--- src/pkg/acp_consts.svh ---
/*
 * constants of the ascii command parser: character codes, defaults,
 * line rates, reply lengths.
 * assumes a 7-bit character path and a single device clock.
 */
`ifndef ACP_CONSTS_SVH
`define ACP_CONSTS_SVH
// ****************************************
// character codes
// ****************************************
`define ACP_CH_ATTN 7'h23
`define ACP_CH_WILD 7'h2A
`define ACP_CH_CR 7'h0D
`define ACP_CH_LF 7'h0A
`define ACP_CH_EQ 7'h3D
`define ACP_CH_SP 7'h20
`define ACP_CH_ZERO 7'h30
`define ACP_CH_NINE 7'h39
`define ACP_CASE_POS 5
`define ACP_CMD_ADR0 7'h41
`define ACP_CMD_ADR1 7'h44
`define ACP_CMD_LRT0 7'h42
`define ACP_CMD_LRT1 7'h52
`define ACP_CMD_ERR0 7'h45
`define ACP_CMD_ERR1 7'h52
// ****************************************
// defaults and ranges
// ****************************************
`define ACP_ADDR_MIN 17'h00001
`define ACP_ADDR_MAX 17'h00063
`define ACP_ADDR_RST 7'h01
`define ACP_RATE_RST 3'h4
`define ACP_RATE_N 3'h6
`define ACP_RATE0 17'h004B0
`define ACP_RATE1 17'h00960
`define ACP_RATE2 17'h012C0
`define ACP_RATE3 17'h02580
`define ACP_RATE4 17'h04B00
`define ACP_RATE5 17'h09600
`define ACP_CLK_HZ 125000000
// ****************************************
// reply and frame sizes
// ****************************************
`define ACP_LEN_ADR 4'h7
`define ACP_LEN_LRT 4'hB
`define ACP_LEN_ERR 4'h4
`define ACP_RB_N 11
`define ACP_ADR_DIGITS 4'h2
`define ACP_LRT_DIGITS 6
`define ACP_NDIG_MAX 4'h5
`define ACP_RX_LAST 3'h7
`define ACP_TX_BITS 4'hA
`endif

--- src/pkg/acp_pkg.sv ---
/*
 * types and line-rate lookups of the ascii command parser.
 * assumes acp_consts.svh is on the include path.
 */
`include "acp_consts.svh"
package acp_pkg;
    typedef enum logic [2:0] {
        ST_IDLE, ST_AD1, ST_AD2, ST_CM1, ST_CM2, ST_DATA, ST_SKIP
    } acp_pst_t;
    typedef enum logic [1:0] {RX_IDLE, RX_START, RX_BITS, RX_STOP} acp_rxst_t;

    function automatic logic [16:0] acp_rate_bps(input logic [2:0] i);
        logic [16:0] r;
        unique case (i)
            3'h0: r = `ACP_RATE0;
            3'h1: r = `ACP_RATE1;
            3'h2: r = `ACP_RATE2;
            3'h3: r = `ACP_RATE3;
            3'h4: r = `ACP_RATE4;
            3'h5: r = `ACP_RATE5;
            default: r = 17'h00000;
        endcase
        return r;
    endfunction

    // returns ACP_RATE_N when the value is not a selectable rate
    function automatic logic [2:0] acp_rate_idx(input logic [16:0] v);
        logic [2:0] k;
        k = `ACP_RATE_N;
        for (int i = 0; i < 6; i++) begin
            if (acp_rate_bps(3'(i)) == v) begin
                k = 3'(i);
            end
        end
        return k;
    endfunction
endpackage

--- src/verilog/acp_parser.sv ---
/*
 * ascii command interpreter: address and line-rate read and write.
 * assumes a host that sends one command at a time and waits for replies.
 */
`timescale 1ns/1ps
`include "acp_consts.svh"
// How it works
// characters are 7 data bits, even parity, one stop bit, no flow control.
// a pound character received without parity or stop-bit error always starts a new command frame.
// two address digits follow and are compared with the stored address.
// two asterisks in the address position match any address.
// upper-case mnemonic means read, lower-case with data means write.
// nothing is acted upon until the carriage return arrives.
// every reply is printable characters (letters, digits, equals, space) and ends with carriage return, line feed.
// after reset the address is 01 and the rate is 19200.
// address read answers mnemonic, equals, two digits; seven characters.
// a valid address write stores the new address for later frames.
// rate read answers mnemonic, equals, six-wide padded rate; eleven chars.
// a valid rate write switches the line rate at once.
// only 1200, 2400, 4800, 9600, 19200, 38400 are accepted.
// reads always reply; writes reply only with an error, on bad syntax or on a value out of range.
// the transmitter only ever answers a received command.
// frames for another address are dropped without any reply.
module acp_parser #(
    parameter int CLK_HZ = `ACP_CLK_HZ
) (
    // clock and reset
    input wire logic CLK_I,
    input wire logic RSTN_I,
    // serial line
    input wire logic RXD_I,
    output logic TXD_O,
    // settings in use
    output logic [6:0] UNIT_ADDR_O,
    output logic [2:0] RATE_SEL_O
);
    function automatic logic is_dig(input logic [6:0] c);
        return c >= `ACP_CH_ZERO && c <= `ACP_CH_NINE;
    endfunction
    function automatic logic [6:0] upper(input logic [6:0] c);
        logic [6:0] u;
        u = c;
        u[`ACP_CASE_POS] = 1'b0;
        return u;
    endfunction
    // one decimal digit of v at power p; leading zeros blank when pad
    function automatic logic [6:0] dgt(input logic [16:0] v, input int p,
                                       input logic pad);
        int w;
        w = int'(v);
        if (pad && p > 0 && w < 10 ** p) begin
            return `ACP_CH_SP;
        end
        return `ACP_CH_ZERO + 7'((w / (10 ** p)) % 10);
    endfunction

    acp_pkg::acp_pst_t st_q, st_d;
    logic [6:0] a1_q, a1_d, c0_q, c0_d, c1_q, c1_d;
    logic [16:0] acc_q, acc_d;
    logic [3:0] nd_q, nd_d;
    logic eq_q, eq_d, bad_q, bad_d, exec;
    logic [6:0] addr_q, addr_d, txc_q, txc_d;
    logic [2:0] rate_q, rate_d, ridx;
    logic [6:0] rb_q [`ACP_RB_N];
    logic [6:0] rb_d [`ACP_RB_N];
    logic [3:0] len_q, len_d, idx_q, idx_d;
    logic snd_q, snd_d, go_q, go_d, up_q;
    logic rx_v, rx_e, tx_busy, wr, nodata;
    logic [6:0] rx_ch;

    acp_uart #(.CLK_HZ(CLK_HZ)) u_uart (
        .clk_i(CLK_I),
        .rst_n_i(RSTN_I),
        .rxd_i(RXD_I),
        .txd_o(TXD_O),
        .rate_i(rate_q),
        .rx_valid_o(rx_v),
        .rx_data_o(rx_ch),
        .rx_err_o(rx_e),
        .tx_go_i(go_q),
        .tx_data_i(txc_q),
        .tx_busy_o(tx_busy)
    );

    // ****************************************
    // frame decoding
    // ****************************************
    always_comb begin
        st_d = st_q;
        a1_d = a1_q;
        c0_d = c0_q;
        c1_d = c1_q;
        acc_d = acc_q;
        nd_d = nd_q;
        eq_d = eq_q;
        bad_d = bad_q;
        exec = 1'b0;
        if (rx_v) begin
            if (rx_ch == `ACP_CH_ATTN && !rx_e) begin
                st_d = acp_pkg::ST_AD1;
                acc_d = 17'h00000;
                nd_d = 4'h0;
                eq_d = 1'b0;
                bad_d = 1'b0;
            end else if (rx_ch == `ACP_CH_CR && st_q != acp_pkg::ST_DATA) begin
                st_d = acp_pkg::ST_IDLE;
            end else begin
                bad_d = bad_q | rx_e;
                unique case (st_q)
                    acp_pkg::ST_IDLE: st_d = st_q;
                    acp_pkg::ST_AD1: begin
                        a1_d = rx_ch;
                        st_d = acp_pkg::ST_AD2;
                    end
                    acp_pkg::ST_AD2: begin
                        st_d = acp_pkg::ST_SKIP;
                        if (!bad_d && ((a1_q == `ACP_CH_WILD &&
                            rx_ch == `ACP_CH_WILD) || (is_dig(a1_q) &&
                            is_dig(rx_ch) && dgt(17'(addr_q), 1, 1'b0) ==
                            a1_q && dgt(17'(addr_q), 0, 1'b0) == rx_ch))) begin
                            st_d = acp_pkg::ST_CM1;
                        end
                    end
                    acp_pkg::ST_CM1: begin
                        c0_d = rx_ch;
                        st_d = acp_pkg::ST_CM2;
                    end
                    acp_pkg::ST_CM2: begin
                        c1_d = rx_ch;
                        st_d = acp_pkg::ST_DATA;
                    end
                    acp_pkg::ST_DATA: begin
                        if (rx_ch == `ACP_CH_CR) begin
                            exec = 1'b1;
                            st_d = acp_pkg::ST_IDLE;
                        end else if (rx_ch == `ACP_CH_EQ && nd_q == 4'h0 &&
                                     !eq_q) begin
                            eq_d = 1'b1;
                        end else if (rx_ch == `ACP_CH_SP && nd_q == 4'h0) begin
                            eq_d = eq_q;
                        end else if (is_dig(rx_ch) && nd_q != `ACP_NDIG_MAX) begin
                            acc_d = 17'(acc_q * 17'h0000A + 17'(rx_ch -
                                    `ACP_CH_ZERO));
                            nd_d = nd_q + 4'h1;
                        end else begin
                            bad_d = 1'b1;
                        end
                    end
                    acp_pkg::ST_SKIP: st_d = st_q;
                endcase
            end
        end
    end

    always_ff @(posedge CLK_I or negedge RSTN_I) begin
        if (!RSTN_I) begin
            st_q <= acp_pkg::ST_IDLE;
            a1_q <= 7'h00;
            c0_q <= 7'h00;
            c1_q <= 7'h00;
            acc_q <= 17'h00000;
            nd_q <= 4'h0;
            eq_q <= 1'b0;
            bad_q <= 1'b0;
        end else begin
            st_q <= st_d;
            a1_q <= a1_d;
            c0_q <= c0_d;
            c1_q <= c1_d;
            acc_q <= acc_d;
            nd_q <= nd_d;
            eq_q <= eq_d;
            bad_q <= bad_d;
        end
    end

    // ****************************************
    // execution and reply
    // ****************************************
    assign wr = c0_q[`ACP_CASE_POS];
    assign nodata = nd_q == 4'h0 && !eq_q && !bad_q;
    assign ridx = acp_pkg::acp_rate_idx(acc_q);

    always_comb begin
        addr_d = addr_q;
        rate_d = rate_q;
        rb_d = rb_q;
        len_d = len_q;
        idx_d = idx_q;
        snd_d = snd_q;
        go_d = 1'b0;
        txc_d = txc_q;
        // a command ending before the last reply character is handed to the transmitter is dropped
        if (exec && !snd_q) begin
            snd_d = 1'b1;
            idx_d = 4'h0;
            len_d = `ACP_LEN_ERR;
            rb_d[0] = `ACP_CMD_ERR0;
            rb_d[1] = `ACP_CMD_ERR1;
            rb_d[2] = `ACP_CH_CR;
            rb_d[3] = `ACP_CH_LF;
            if (c1_q[`ACP_CASE_POS] != wr) begin
                snd_d = 1'b1;
            end else if (upper(c0_q) == `ACP_CMD_ADR0 &&
                         upper(c1_q) == `ACP_CMD_ADR1) begin
                if (!wr && nodata) begin
                    len_d = `ACP_LEN_ADR;
                    rb_d[0] = `ACP_CMD_ADR0;
                    rb_d[1] = `ACP_CMD_ADR1;
                    rb_d[2] = `ACP_CH_EQ;
                    rb_d[3] = dgt(17'(addr_q), 1, 1'b0);
                    rb_d[4] = dgt(17'(addr_q), 0, 1'b0);
                    rb_d[5] = `ACP_CH_CR;
                    rb_d[6] = `ACP_CH_LF;
                end else if (wr && !eq_q && !bad_q && nd_q == `ACP_ADR_DIGITS
                             && acc_q >= `ACP_ADDR_MIN
                             && acc_q <= `ACP_ADDR_MAX) begin
                    addr_d = acc_q[6:0];
                    snd_d = 1'b0;
                end
            end else if (upper(c0_q) == `ACP_CMD_LRT0 &&
                         upper(c1_q) == `ACP_CMD_LRT1) begin
                if (!wr && nodata) begin
                    len_d = `ACP_LEN_LRT;
                    rb_d[0] = `ACP_CMD_LRT0;
                    rb_d[1] = `ACP_CMD_LRT1;
                    rb_d[2] = `ACP_CH_EQ;
                    for (int i = 0; i < `ACP_LRT_DIGITS; i++) begin
                        rb_d[3 + i] = dgt(acp_pkg::acp_rate_bps(rate_q),
                                          `ACP_LRT_DIGITS - 1 - i, 1'b1);
                    end
                    rb_d[9] = `ACP_CH_CR;
                    rb_d[10] = `ACP_CH_LF;
                end else if (wr && eq_q && !bad_q && ridx != `ACP_RATE_N) begin
                    rate_d = ridx;
                    snd_d = 1'b0;
                end
            end
        end else if (snd_q && !tx_busy && !go_q) begin
            go_d = 1'b1;
            txc_d = rb_q[idx_q];
            idx_d = idx_q + 4'h1;
            if (idx_q == len_q - 4'h1) begin
                snd_d = 1'b0;
            end
        end
    end

    always_ff @(posedge CLK_I or negedge RSTN_I) begin
        if (!RSTN_I) begin
            addr_q <= `ACP_ADDR_RST;
            rate_q <= `ACP_RATE_RST;
            for (int i = 0; i < `ACP_RB_N; i++) begin
                rb_q[i] <= 7'h00;
            end
            len_q <= 4'h0;
            idx_q <= 4'h0;
            snd_q <= 1'b0;
            go_q <= 1'b0;
            txc_q <= 7'h00;
            up_q <= 1'b0;
        end else begin
            addr_q <= addr_d;
            rate_q <= rate_d;
            rb_q <= rb_d;
            len_q <= len_d;
            idx_q <= idx_d;
            snd_q <= snd_d;
            go_q <= go_d;
            txc_q <= txc_d;
            up_q <= 1'b1;
        end
    end

    assign UNIT_ADDR_O = addr_q;
    assign RATE_SEL_O = rate_q;
endmodule // acp_parser

--- src/verilog/acp_uart.sv ---
/*
 * 7 data bits, even parity, one stop bit serial port; no flow control.
 * assumes the receive line is synchronous to the clock and idles high.
 */
`timescale 1ns/1ps
`include "acp_consts.svh"
module acp_uart #(
    parameter int CLK_HZ = `ACP_CLK_HZ
) (
    // clock and reset
    input wire logic clk_i,
    input wire logic rst_n_i,
    // line
    input wire logic rxd_i,
    output logic txd_o,
    input wire logic [2:0] rate_i,
    // character side
    output logic rx_valid_o,
    output logic [6:0] rx_data_o,
    output logic rx_err_o,
    input wire logic tx_go_i,
    input wire logic [6:0] tx_data_i,
    output logic tx_busy_o
);
    function automatic logic [19:0] bit_cyc(input logic [2:0] i);
        logic [19:0] c;
        unique case (i)
            3'h0: c = 20'(CLK_HZ / `ACP_RATE0);
            3'h1: c = 20'(CLK_HZ / `ACP_RATE1);
            3'h2: c = 20'(CLK_HZ / `ACP_RATE2);
            3'h3: c = 20'(CLK_HZ / `ACP_RATE3);
            3'h5: c = 20'(CLK_HZ / `ACP_RATE5);
            default: c = 20'(CLK_HZ / `ACP_RATE4);
        endcase
        return c;
    endfunction

    acp_pkg::acp_rxst_t rs_q, rs_d;
    logic [19:0] rc_q, rc_d, tc_q, tc_d, full;
    logic [2:0] rn_q, rn_d;
    logic [7:0] rsh_q, rsh_d;
    logic rv_q, rv_d, re_q, re_d;
    logic [9:0] tsh_q, tsh_d;
    logic [3:0] tn_q, tn_d;

    assign full = bit_cyc(rate_i);

    // ****************************************
    // receiver and transmitter
    // ****************************************
    always_comb begin
        rs_d = rs_q;
        rc_d = rc_q - 20'h00001;
        rn_d = rn_q;
        rsh_d = rsh_q;
        rv_d = 1'b0;
        re_d = re_q;
        unique case (rs_q)
            acp_pkg::RX_IDLE: if (!rxd_i) begin
                rs_d = acp_pkg::RX_START;
                // reload one short: the cycle at zero counts as well
                rc_d = (full >> 1) - 20'h00001;
            end
            acp_pkg::RX_START: if (rc_q == 20'h00000) begin
                // a glitch shorter than half a bit is not a start
                rs_d = rxd_i ? acp_pkg::RX_IDLE : acp_pkg::RX_BITS;
                rc_d = full - 20'h00001;
                rn_d = 3'h0;
            end
            acp_pkg::RX_BITS: if (rc_q == 20'h00000) begin
                rsh_d = {rxd_i, rsh_q[7:1]};
                rn_d = rn_q + 3'h1;
                // one bit time per sample, else slow clocks drift a bit
                rc_d = full - 20'h00001;
                if (rn_q == `ACP_RX_LAST) begin
                    rs_d = acp_pkg::RX_STOP;
                end
            end
            acp_pkg::RX_STOP: if (rc_q == 20'h00000) begin
                rs_d = acp_pkg::RX_IDLE;
                rv_d = 1'b1;
                re_d = (^rsh_q) | !rxd_i;
            end
        endcase
        tsh_d = tsh_q;
        tn_d = tn_q;
        tc_d = tc_q - 20'h00001;
        if (tn_q == 4'h0) begin
            if (tx_go_i) begin
                tsh_d = {1'b1, ^tx_data_i, tx_data_i, 1'b0};
                tn_d = `ACP_TX_BITS;
                tc_d = full;
            end
        end else if (tc_q == 20'h00001) begin
            tsh_d = {1'b1, tsh_q[9:1]};
            tn_d = tn_q - 4'h1;
            tc_d = full;
        end
    end

    always_ff @(posedge clk_i or negedge rst_n_i) begin
        if (!rst_n_i) begin
            rs_q <= acp_pkg::RX_IDLE;
            rc_q <= 20'h00000;
            rn_q <= 3'h0;
            rsh_q <= 8'h00;
            rv_q <= 1'b0;
            re_q <= 1'b0;
            tsh_q <= 10'h3FF;
            tn_q <= 4'h0;
            tc_q <= 20'h00000;
        end else begin
            rs_q <= rs_d;
            rc_q <= rc_d;
            rn_q <= rn_d;
            rsh_q <= rsh_d;
            rv_q <= rv_d;
            re_q <= re_d;
            tsh_q <= tsh_d;
            tn_q <= tn_d;
            tc_q <= tc_d;
        end
    end

    assign txd_o = tsh_q[0];
    assign tx_busy_o = tn_q != 4'h0;
    assign rx_valid_o = rv_q;
    assign rx_data_o = rsh_q[6:0];
    assign rx_err_o = re_q;
endmodule // acp_uart
--- config.mk ---
export PLATFORM = sky130hd
export DESIGN_NAME = acp_parser
export DESIGN_NICKNAME = d
export VERILOG_FILES = /design/src/pkg/acp_pkg.sv /design/src/verilog/acp_parser.sv /design/src/verilog/acp_uart.sv
export VERILOG_INCLUDE_DIRS = /design/src /design/src/pkg
export SDC_FILE = /design/constraint.sdc
export NUM_CORES = 1
export LEC_CHECK = 0
export ABC_CLOCK_PERIOD_IN_PS = 24000
export BUFFER_PORTS_ARGS = -buffer_cell sky130_fd_sc_hd__buf_2
export CORE_UTILIZATION = 58
export DETAILED_ROUTE_END_ITERATION = 12
export HOLD_SLACK_MARGIN = 0.08
export PLACE_DENSITY = 0.73
export SLEW_MARGIN = 20
export SYNTH_ARGS = -nofsm -noshare
export SYNTH_HDL_FRONTEND = slang
export SYNTH_SLANG_ARGS = --single-unit
--- constraint.sdc ---
create_clock -name CLK_I -period 24 [get_ports CLK_I]
set_input_delay 1.2 -clock CLK_I [delete_from_list [all_inputs] [get_ports CLK_I]]
set_output_delay 1.2 -clock CLK_I [all_outputs]
set_load 0.02 [all_outputs]
Word-level counts from Yosys, hierarchy flattened --
Cells that the tools add are included. Widths: inputs -> output; s select.
Storage, ports and cells: flip-flop bits (word level) 208, output and inout port bits 11, logic and storage cells 359
Operators by class: add/subtract/negate cells 19, multipliers 1, div/mod/pow operators 14, magnitude comparators 12, equality and inequality tests 52, muxes and demuxes 141, bitwise logic cells 9, reductions and logical operators 76
Operators by type and width (count):
- $mux 17 | 12
- $mod 32x5->32 const B | 6
- $mux 73 | 2
- $mux 20 | 5
- $pmux 16 s6 | 1
- $pmux 17 s5 | 1
- $mux 7 | 12
- $mux 77 | 1
- $mux 4 | 16
- $mux 1 | 61
- $add 6x7->7 const A | 8
- $mux 49 | 1
- $mux 45 | 1
- $pmux 20 s2 | 1
- $sub 20x1->20 const B | 2
- $mux 3 | 12
- $eq 7x6->1 const B | 5
- $div 18x11->32 const B | 1
- $div 18x15->32 const B | 1
- $div 18x18->32 const B | 1
- $div 18x5->32 const B | 1
- $div 18x8->32 const B | 1
- $div 8x5->32 const B | 1
- $mod 18x5->32 const B | 1
- other kinds (71) | 170

Longest topological paths before layout --
depth in word-level cells 21, gate-level depth with buffers 51, gate-level depth less buffers 45

Cells and area by module --
From an unflattened synthesis, not the netlist that was laid out.
Unflattened totals: cells, all modules 1874, area, all modules 15865.2 um^2
By module, submodules not included:
- acp_parser | times used 1, cells each 1442, area each 11745.0 um^2
- acp_uart | times used 1, cells each 432, area each 4120.2 um^2

Worst setup path before layout --
No wires, ideal clock.
path type register to register, from register rate_q[2] (netlist: RATE_SEL_O[2]), to register rb_q[23] in the netlist's numbering, data arrival time 10.806 ns, slack 13.067 ns, cell stages (with the launch flop) 46, period minus slack after synthesis 10.933 ns, cells stage by stage dfstp_2 clkbuf_1 clkbuf_1 inv_1 clkbuf_1 ha_1 clkbuf_1 nor2b_1 o21ai_1 xor2_1 a211o_1 a311o_1 or4_1 a311o_1 a21oi_2 a32oi_1 a221o_1 nor3_2 (+10 left out) a211oi_1 nand4bb_1 or3_1 buf_6 ha_1 a21o_1 or2_4 inv_2 ha_1 and3_1 o2111ai_1 o31ai_2 mux2i_1 xnor2_1 nand3_1 nor3_2 mux2i_1 o21ai_1
On the way: word-level cells in the longest chain between the ends 15, elaborated cells between the ends (all ways) 23
Ends and longest elaborated chain:
- start: declaration | line acp_parser.sv:63 | logic [2:0] rate_q, rate_d, ridx;
- start signal: assignment | line acp_parser.sv:252 | rate_q <= `ACP_RATE_RST;
- start signal: assignment | line acp_parser.sv:264 | rate_q <= rate_d;
- $eq 3x3->1 (tied with other cells) | line acp_pkg.sv:14 | unique case (i)
- $pmux 16 s6 * | line acp_pkg.sv:14
- $mux 17 * | line acp_parser.sv:223 | if (!wr && nodata) begin
- $mux 17 * | line acp_parser.sv:221 | end else if (upper(c0_q) == `ACP_CMD_LRT0 &&
- $mux 17 * | line acp_parser.sv:204 | end else if (upper(c0_q) == `ACP_CMD_ADR0 &&
- $mux 17 * | line acp_parser.sv:202 | if (c1_q[`ACP_CASE_POS] != wr) begin
- $mux 17 * | line acp_parser.sv:194 | if (exec && !snd_q) begin
- parallel branches: the longest is 7 deep, another holds $div 18x5->32
- $mux 7 * | line acp_parser.sv:54 | return `ACP_CH_ZERO + 7'((w / (10 ** p)) % 10);
- end signal: assignment | line acp_parser.sv:265 | rb_q <= rb_d;
- end: declaration | line acp_parser.sv:64 | logic [6:0] rb_q [`ACP_RB_N];
Mark *: on every way between the ends. The select of a mux whose other input is x is not followed. A chain may end at the register's enable or synchronous reset.

Worst setup path after layout --
Same ends and word-level chain as after synthesis.

==> run summary <==
The flow ran to the end, and the final reports show no timing, DRC or antenna violations. The clock reaches the later pin of the worst-skew pair after 0.46 ns. The quantity of I/O buffers inserted on ports came out at 13.

The most common library cell in the layout ignoring fill and taps is nand2_1. The vertical die dimension is 182 microns. The number of top-level pins came out at 14. The sum of net half-perimeters after detailed placement came out at 43700 microns. The layer flagged by global routing as most heavily used is met1. The standard-cell row count came out at 65. The gate count of the mapped netlist came out at 2416. The width of the die came out at 182 microns. The number of synthesized register bits came out at 185. The post-detailed-route count of antenna-violating nets is 0. The summed instance area of the synthesized netlist came out at 18900 sq um. The worst path arrival time is 14.30 ns. The met2 capacity usage during global routing is 53.1%. The final route contains 18800 vias. The diode insertion count for antenna repair is 0. Summing all placed instances gives a cell area of 19200 sq um. The clock skew after layout is 0.0150 ns. The highest attainable clock frequency is 71.6 MHz. The headroom to the max-slew limit is 25.1%. The global-route met3 utilization came out at 5.45%.

The non-filler instance count after layout is 2802. The worst ir drop on vdd is 0.0583 mV. For this block, the initial DRC count from the detailed router was 1862. The first global-routing pass estimated 94200 microns of wire.

The category of the worst setup path launch point is a flop. The clock-pin slew of the registers on the worst-case setup and hold paths came out at 0.07 ns. The finished cells cover 19800 sq um. Cells with a size suffix above 1 make up 7.94% of the layout.

The number of buffers created by CTS came out at 17. The number of global-route vias before repair was 17200. The largest driver fanout on the critical path came out at 44. The stage delay of the slowest cell on the critical path is 1.02 ns. In the final timing run, aggregate negative setup slack is 0 ns.

The first-pass iteration count of the detailed router came out at 6. The maximum buffer depth of the clock tree came out at 2. The routed wirelength normalized by instance count is 21.0 microns.

The number of H-tree levels came out at 4. The core box area is 31800 sq um. The leakage power summed over all cells is 8.47 nW.

The wire length after detailed routing is 58800 microns. At the pin with the least slew margin, the transition time is 1.12 ns. The data required time of the worst path is 24.33 ns. Once the clock tree was built, the setup fixing pass inserted 0 buffers. The type of the most critical hold path is flop to flop. The number of remaining DRC errors is 0. The worst-path cell with the longest stage delay is dfstp_2.

At the end of routability-driven placement, the weighted congestion stood at 0.966. The time the worst path needs with I/O delays and setup is 13.96 ns. The via count normalized by instance count is 6.70. The number of enable-type register cells in the synthesized netlist came out at 0. The count of endpoints failing hold in the final timing report was 0.

The total overflow left after global routing is 0. The met1 track utilization from global routing came out at 53.5%. The mean instance size in the synthesized netlist came out at 7.81 sq um.

The critical path's most frequent cell is ha_1. The power per cell area is 38.1 nW/um^2. The pin count of the biggest net entering global routing is 116. The number of distinct library cells after synthesis is 109. Of all flip-flops after synthesis, the portion carrying an async set or reset was 100%.

The count of final max-slew check failures came out at 0. The aggregate global-route resource usage is 35.3%. STA classifies the critical path endpoint as a flop. The count of cells resized by post-cts repair is 0. The cell count after placement came out at 2770.

The synthesized net count is 2537. The number of max-cap violations came out at 0. In the layout the commonest cells are nand2_1, nor2_1, a21oi_1. The root buffer cell chosen for the clock tree is clkbuf_16. In the synthesized netlist the dominant register cell turns out to be dfrtp_1. The net total in the final layout is 2475. The signed area change from the synthesized netlist to the final layout came out at 4.81%. The number of hold buffers added after CTS was 0.

The sequential-to-total area share from yosys stat is 24.6%. The die covers 33300 sq um. By startpoint and endpoint, the worst setup path is classified as flop to flop. The initial cell density of the core is 59.3%. Of the available clock period, the critical path in the final layout requires 58.2%. Yosys printed 0 warnings. The number of antenna violations at the first check in global routing is 0. Setup repair after global routing left no endpoint under its margin. The clock sink total is 185. TritonCTS built the clock tree. The final-report setup violation count is 0.
## layout make-up
| class | instances | area, sq um |
|---|---|---|
| multi-input combinational | 2011 | 13400 |
| fill | 2813 | 12000 |
| sequential | 185 | 4640 |
| tap | 435 | 544 |
| clock buffer | 20 | 447 |
| inverter | 96 | 365 |
| timing repair buffer | 43 | 299 |
| clock inverter | 12 | 106 |
## metal layers
| layer | vias to the layer above | routed length (microns) |
|---|---|---|
| met5 | - | 0 |
| met4 | 0 | 653 |
| met3 | 67 | 4540 |
| met2 | 769 | 25500 |
| met1 | 9130 | 28200 |
| li1 | 8819 | - |
## kinds of logic (layout without fill, tap and decap cells)
kind of cell | after synthesis | after routing | share of synthesized area [%]
AOI/OAI and AO/OA | 765 | 765 | 26.8
buffers and inverters | 220 | 171 | 4.68
DFF | 185 | 185 | 24.6
adders and majority gates | 124 | 124 | 8.22
muxes | 83 | 83 | 5.03
other | 1 | 1 | 0.0199
and+or+nand+nor | 877 | 877 | 23.1
xor gates and xnor gates | 161 | 161 | 7.55
## per-stage QoR
step,setup slack [ns],utilization (%),hold slack (ns),total power (W)
4_1_cts,10.31,62.1,0.479,0.000755
3_3_place_gp,10.80,60.4,0.449,0.000479
3_5_place_dp,10.38,60.4,0.463,0.000484
2_1_floorplan,13.07,-,0.429,0.000449
6_report,10.04,62.2,0.478,0.000754
5_1_grt,9.14,62.2,0.507,0.000784
## registers in the layout (all words and copies together) (netlist names), 2 cells and up, named ones only
signal and count:
RATE_SEL_O 3, UNIT_ADDR_O 7, a1_q 7, acc_q 17
c0_q 7, c1_q 7, idx_q 4, len_q 2
nd_q 4, rb_q 45, st_q 3, txc_q 7
u_uart.rc_q 20, u_uart.rn_q 3, u_uart.rsh_q 8, u_uart.tc_q 20
u_uart.tn_q 4, u_uart.tsh_q 9
## critical path: cells and delay by family, from the launching register on
| family | cells | cell delay [ns] |
|---|---|---|
| fa+ha+maj | 5 | 2.02 |
| buf+inv | 2 | 0.23 |
| simple gates | 13 | 3.76 |
| xor+xnor | 1 | 0.17 |
| flops | 1 | 1.02 |
| compound gates | 16 | 5.59 |
| mux | 3 | 1.03 |
## path summary, 6_finish.rpt
path / start / endpoint / slack (ns) / cells past startpoint
max reg2reg: RATE_SEL_O[2] / rb_q[23] / 10.04 / 40
min in group asynchronous: RSTN_I / UNIT_ADDR_O[4] / 0.84 / 1
min: rb_q[42] / rb_q[42] / 0.48 / 2
min reg2reg: rb_q[42] / rb_q[42] / 0.48 / 2
max in group asynchronous: RSTN_I / u_uart.rc_q[16] / 21.67 / 2
max: RATE_SEL_O[2] / rb_q[23] / 10.04 / 40
## Yosys cell counts, drive strengths merged, types with 11 or more instances
| cell | n | area share (%) |
|---|---|---|
| a2111oi | 13 | 0.64 |
| a211oi | 24 | 1.0 |
| a21boi | 15 | 0.60 |
| a21o | 20 | 0.80 |
| a21oi | 189 | 5.1 |
| a221oi | 15 | 0.73 |
| a22o | 26 | 1.2 |
| a22oi | 17 | 0.68 |
| a31oi | 33 | 1.1 |
| and2 | 17 | 0.56 |
| and3 | 22 | 0.76 |
| buf | 25 | 0.77 |
| clkbuf | 99 | 2.0 |
| dfrtp | 174 | 23 |
| dfstp | 11 | 1.5 |
| ha | 116 | 7.7 |
| inv | 87 | 1.7 |
| mux2 | 35 | 2.1 |
| mux2i | 42 | 2.2 |
| nand2 | 240 | 4.8 |
| nand2b | 35 | 1.2 |
| nand3 | 68 | 1.9 |
| nand3b | 13 | 0.52 |
| nand4 | 26 | 0.86 |
| nor2 | 223 | 4.4 |
| nor2b | 26 | 0.86 |
| nor3 | 69 | 1.9 |
| nor4 | 41 | 1.4 |
| o211ai | 23 | 0.94 |
| o21a | 16 | 0.64 |
| o21ai | 188 | 5.0 |
| o21bai | 21 | 0.84 |
| o22ai | 28 | 0.93 |
| o31ai | 28 | 1.1 |
| or2 | 18 | 0.61 |
| or3 | 21 | 0.72 |
| or4 | 13 | 0.52 |
| xnor2 | 122 | 5.7 |
| xor2 | 38 | 1.8 |
## power breakdown
group	internal [W]	leakage, nW	switching, W
registers	0.000330	2.42	0.0000211
clock network	0.000139	0.270	0.000135
logic	0.0000541	5.78	0.0000755
Power figures use the tool's default switching activity.
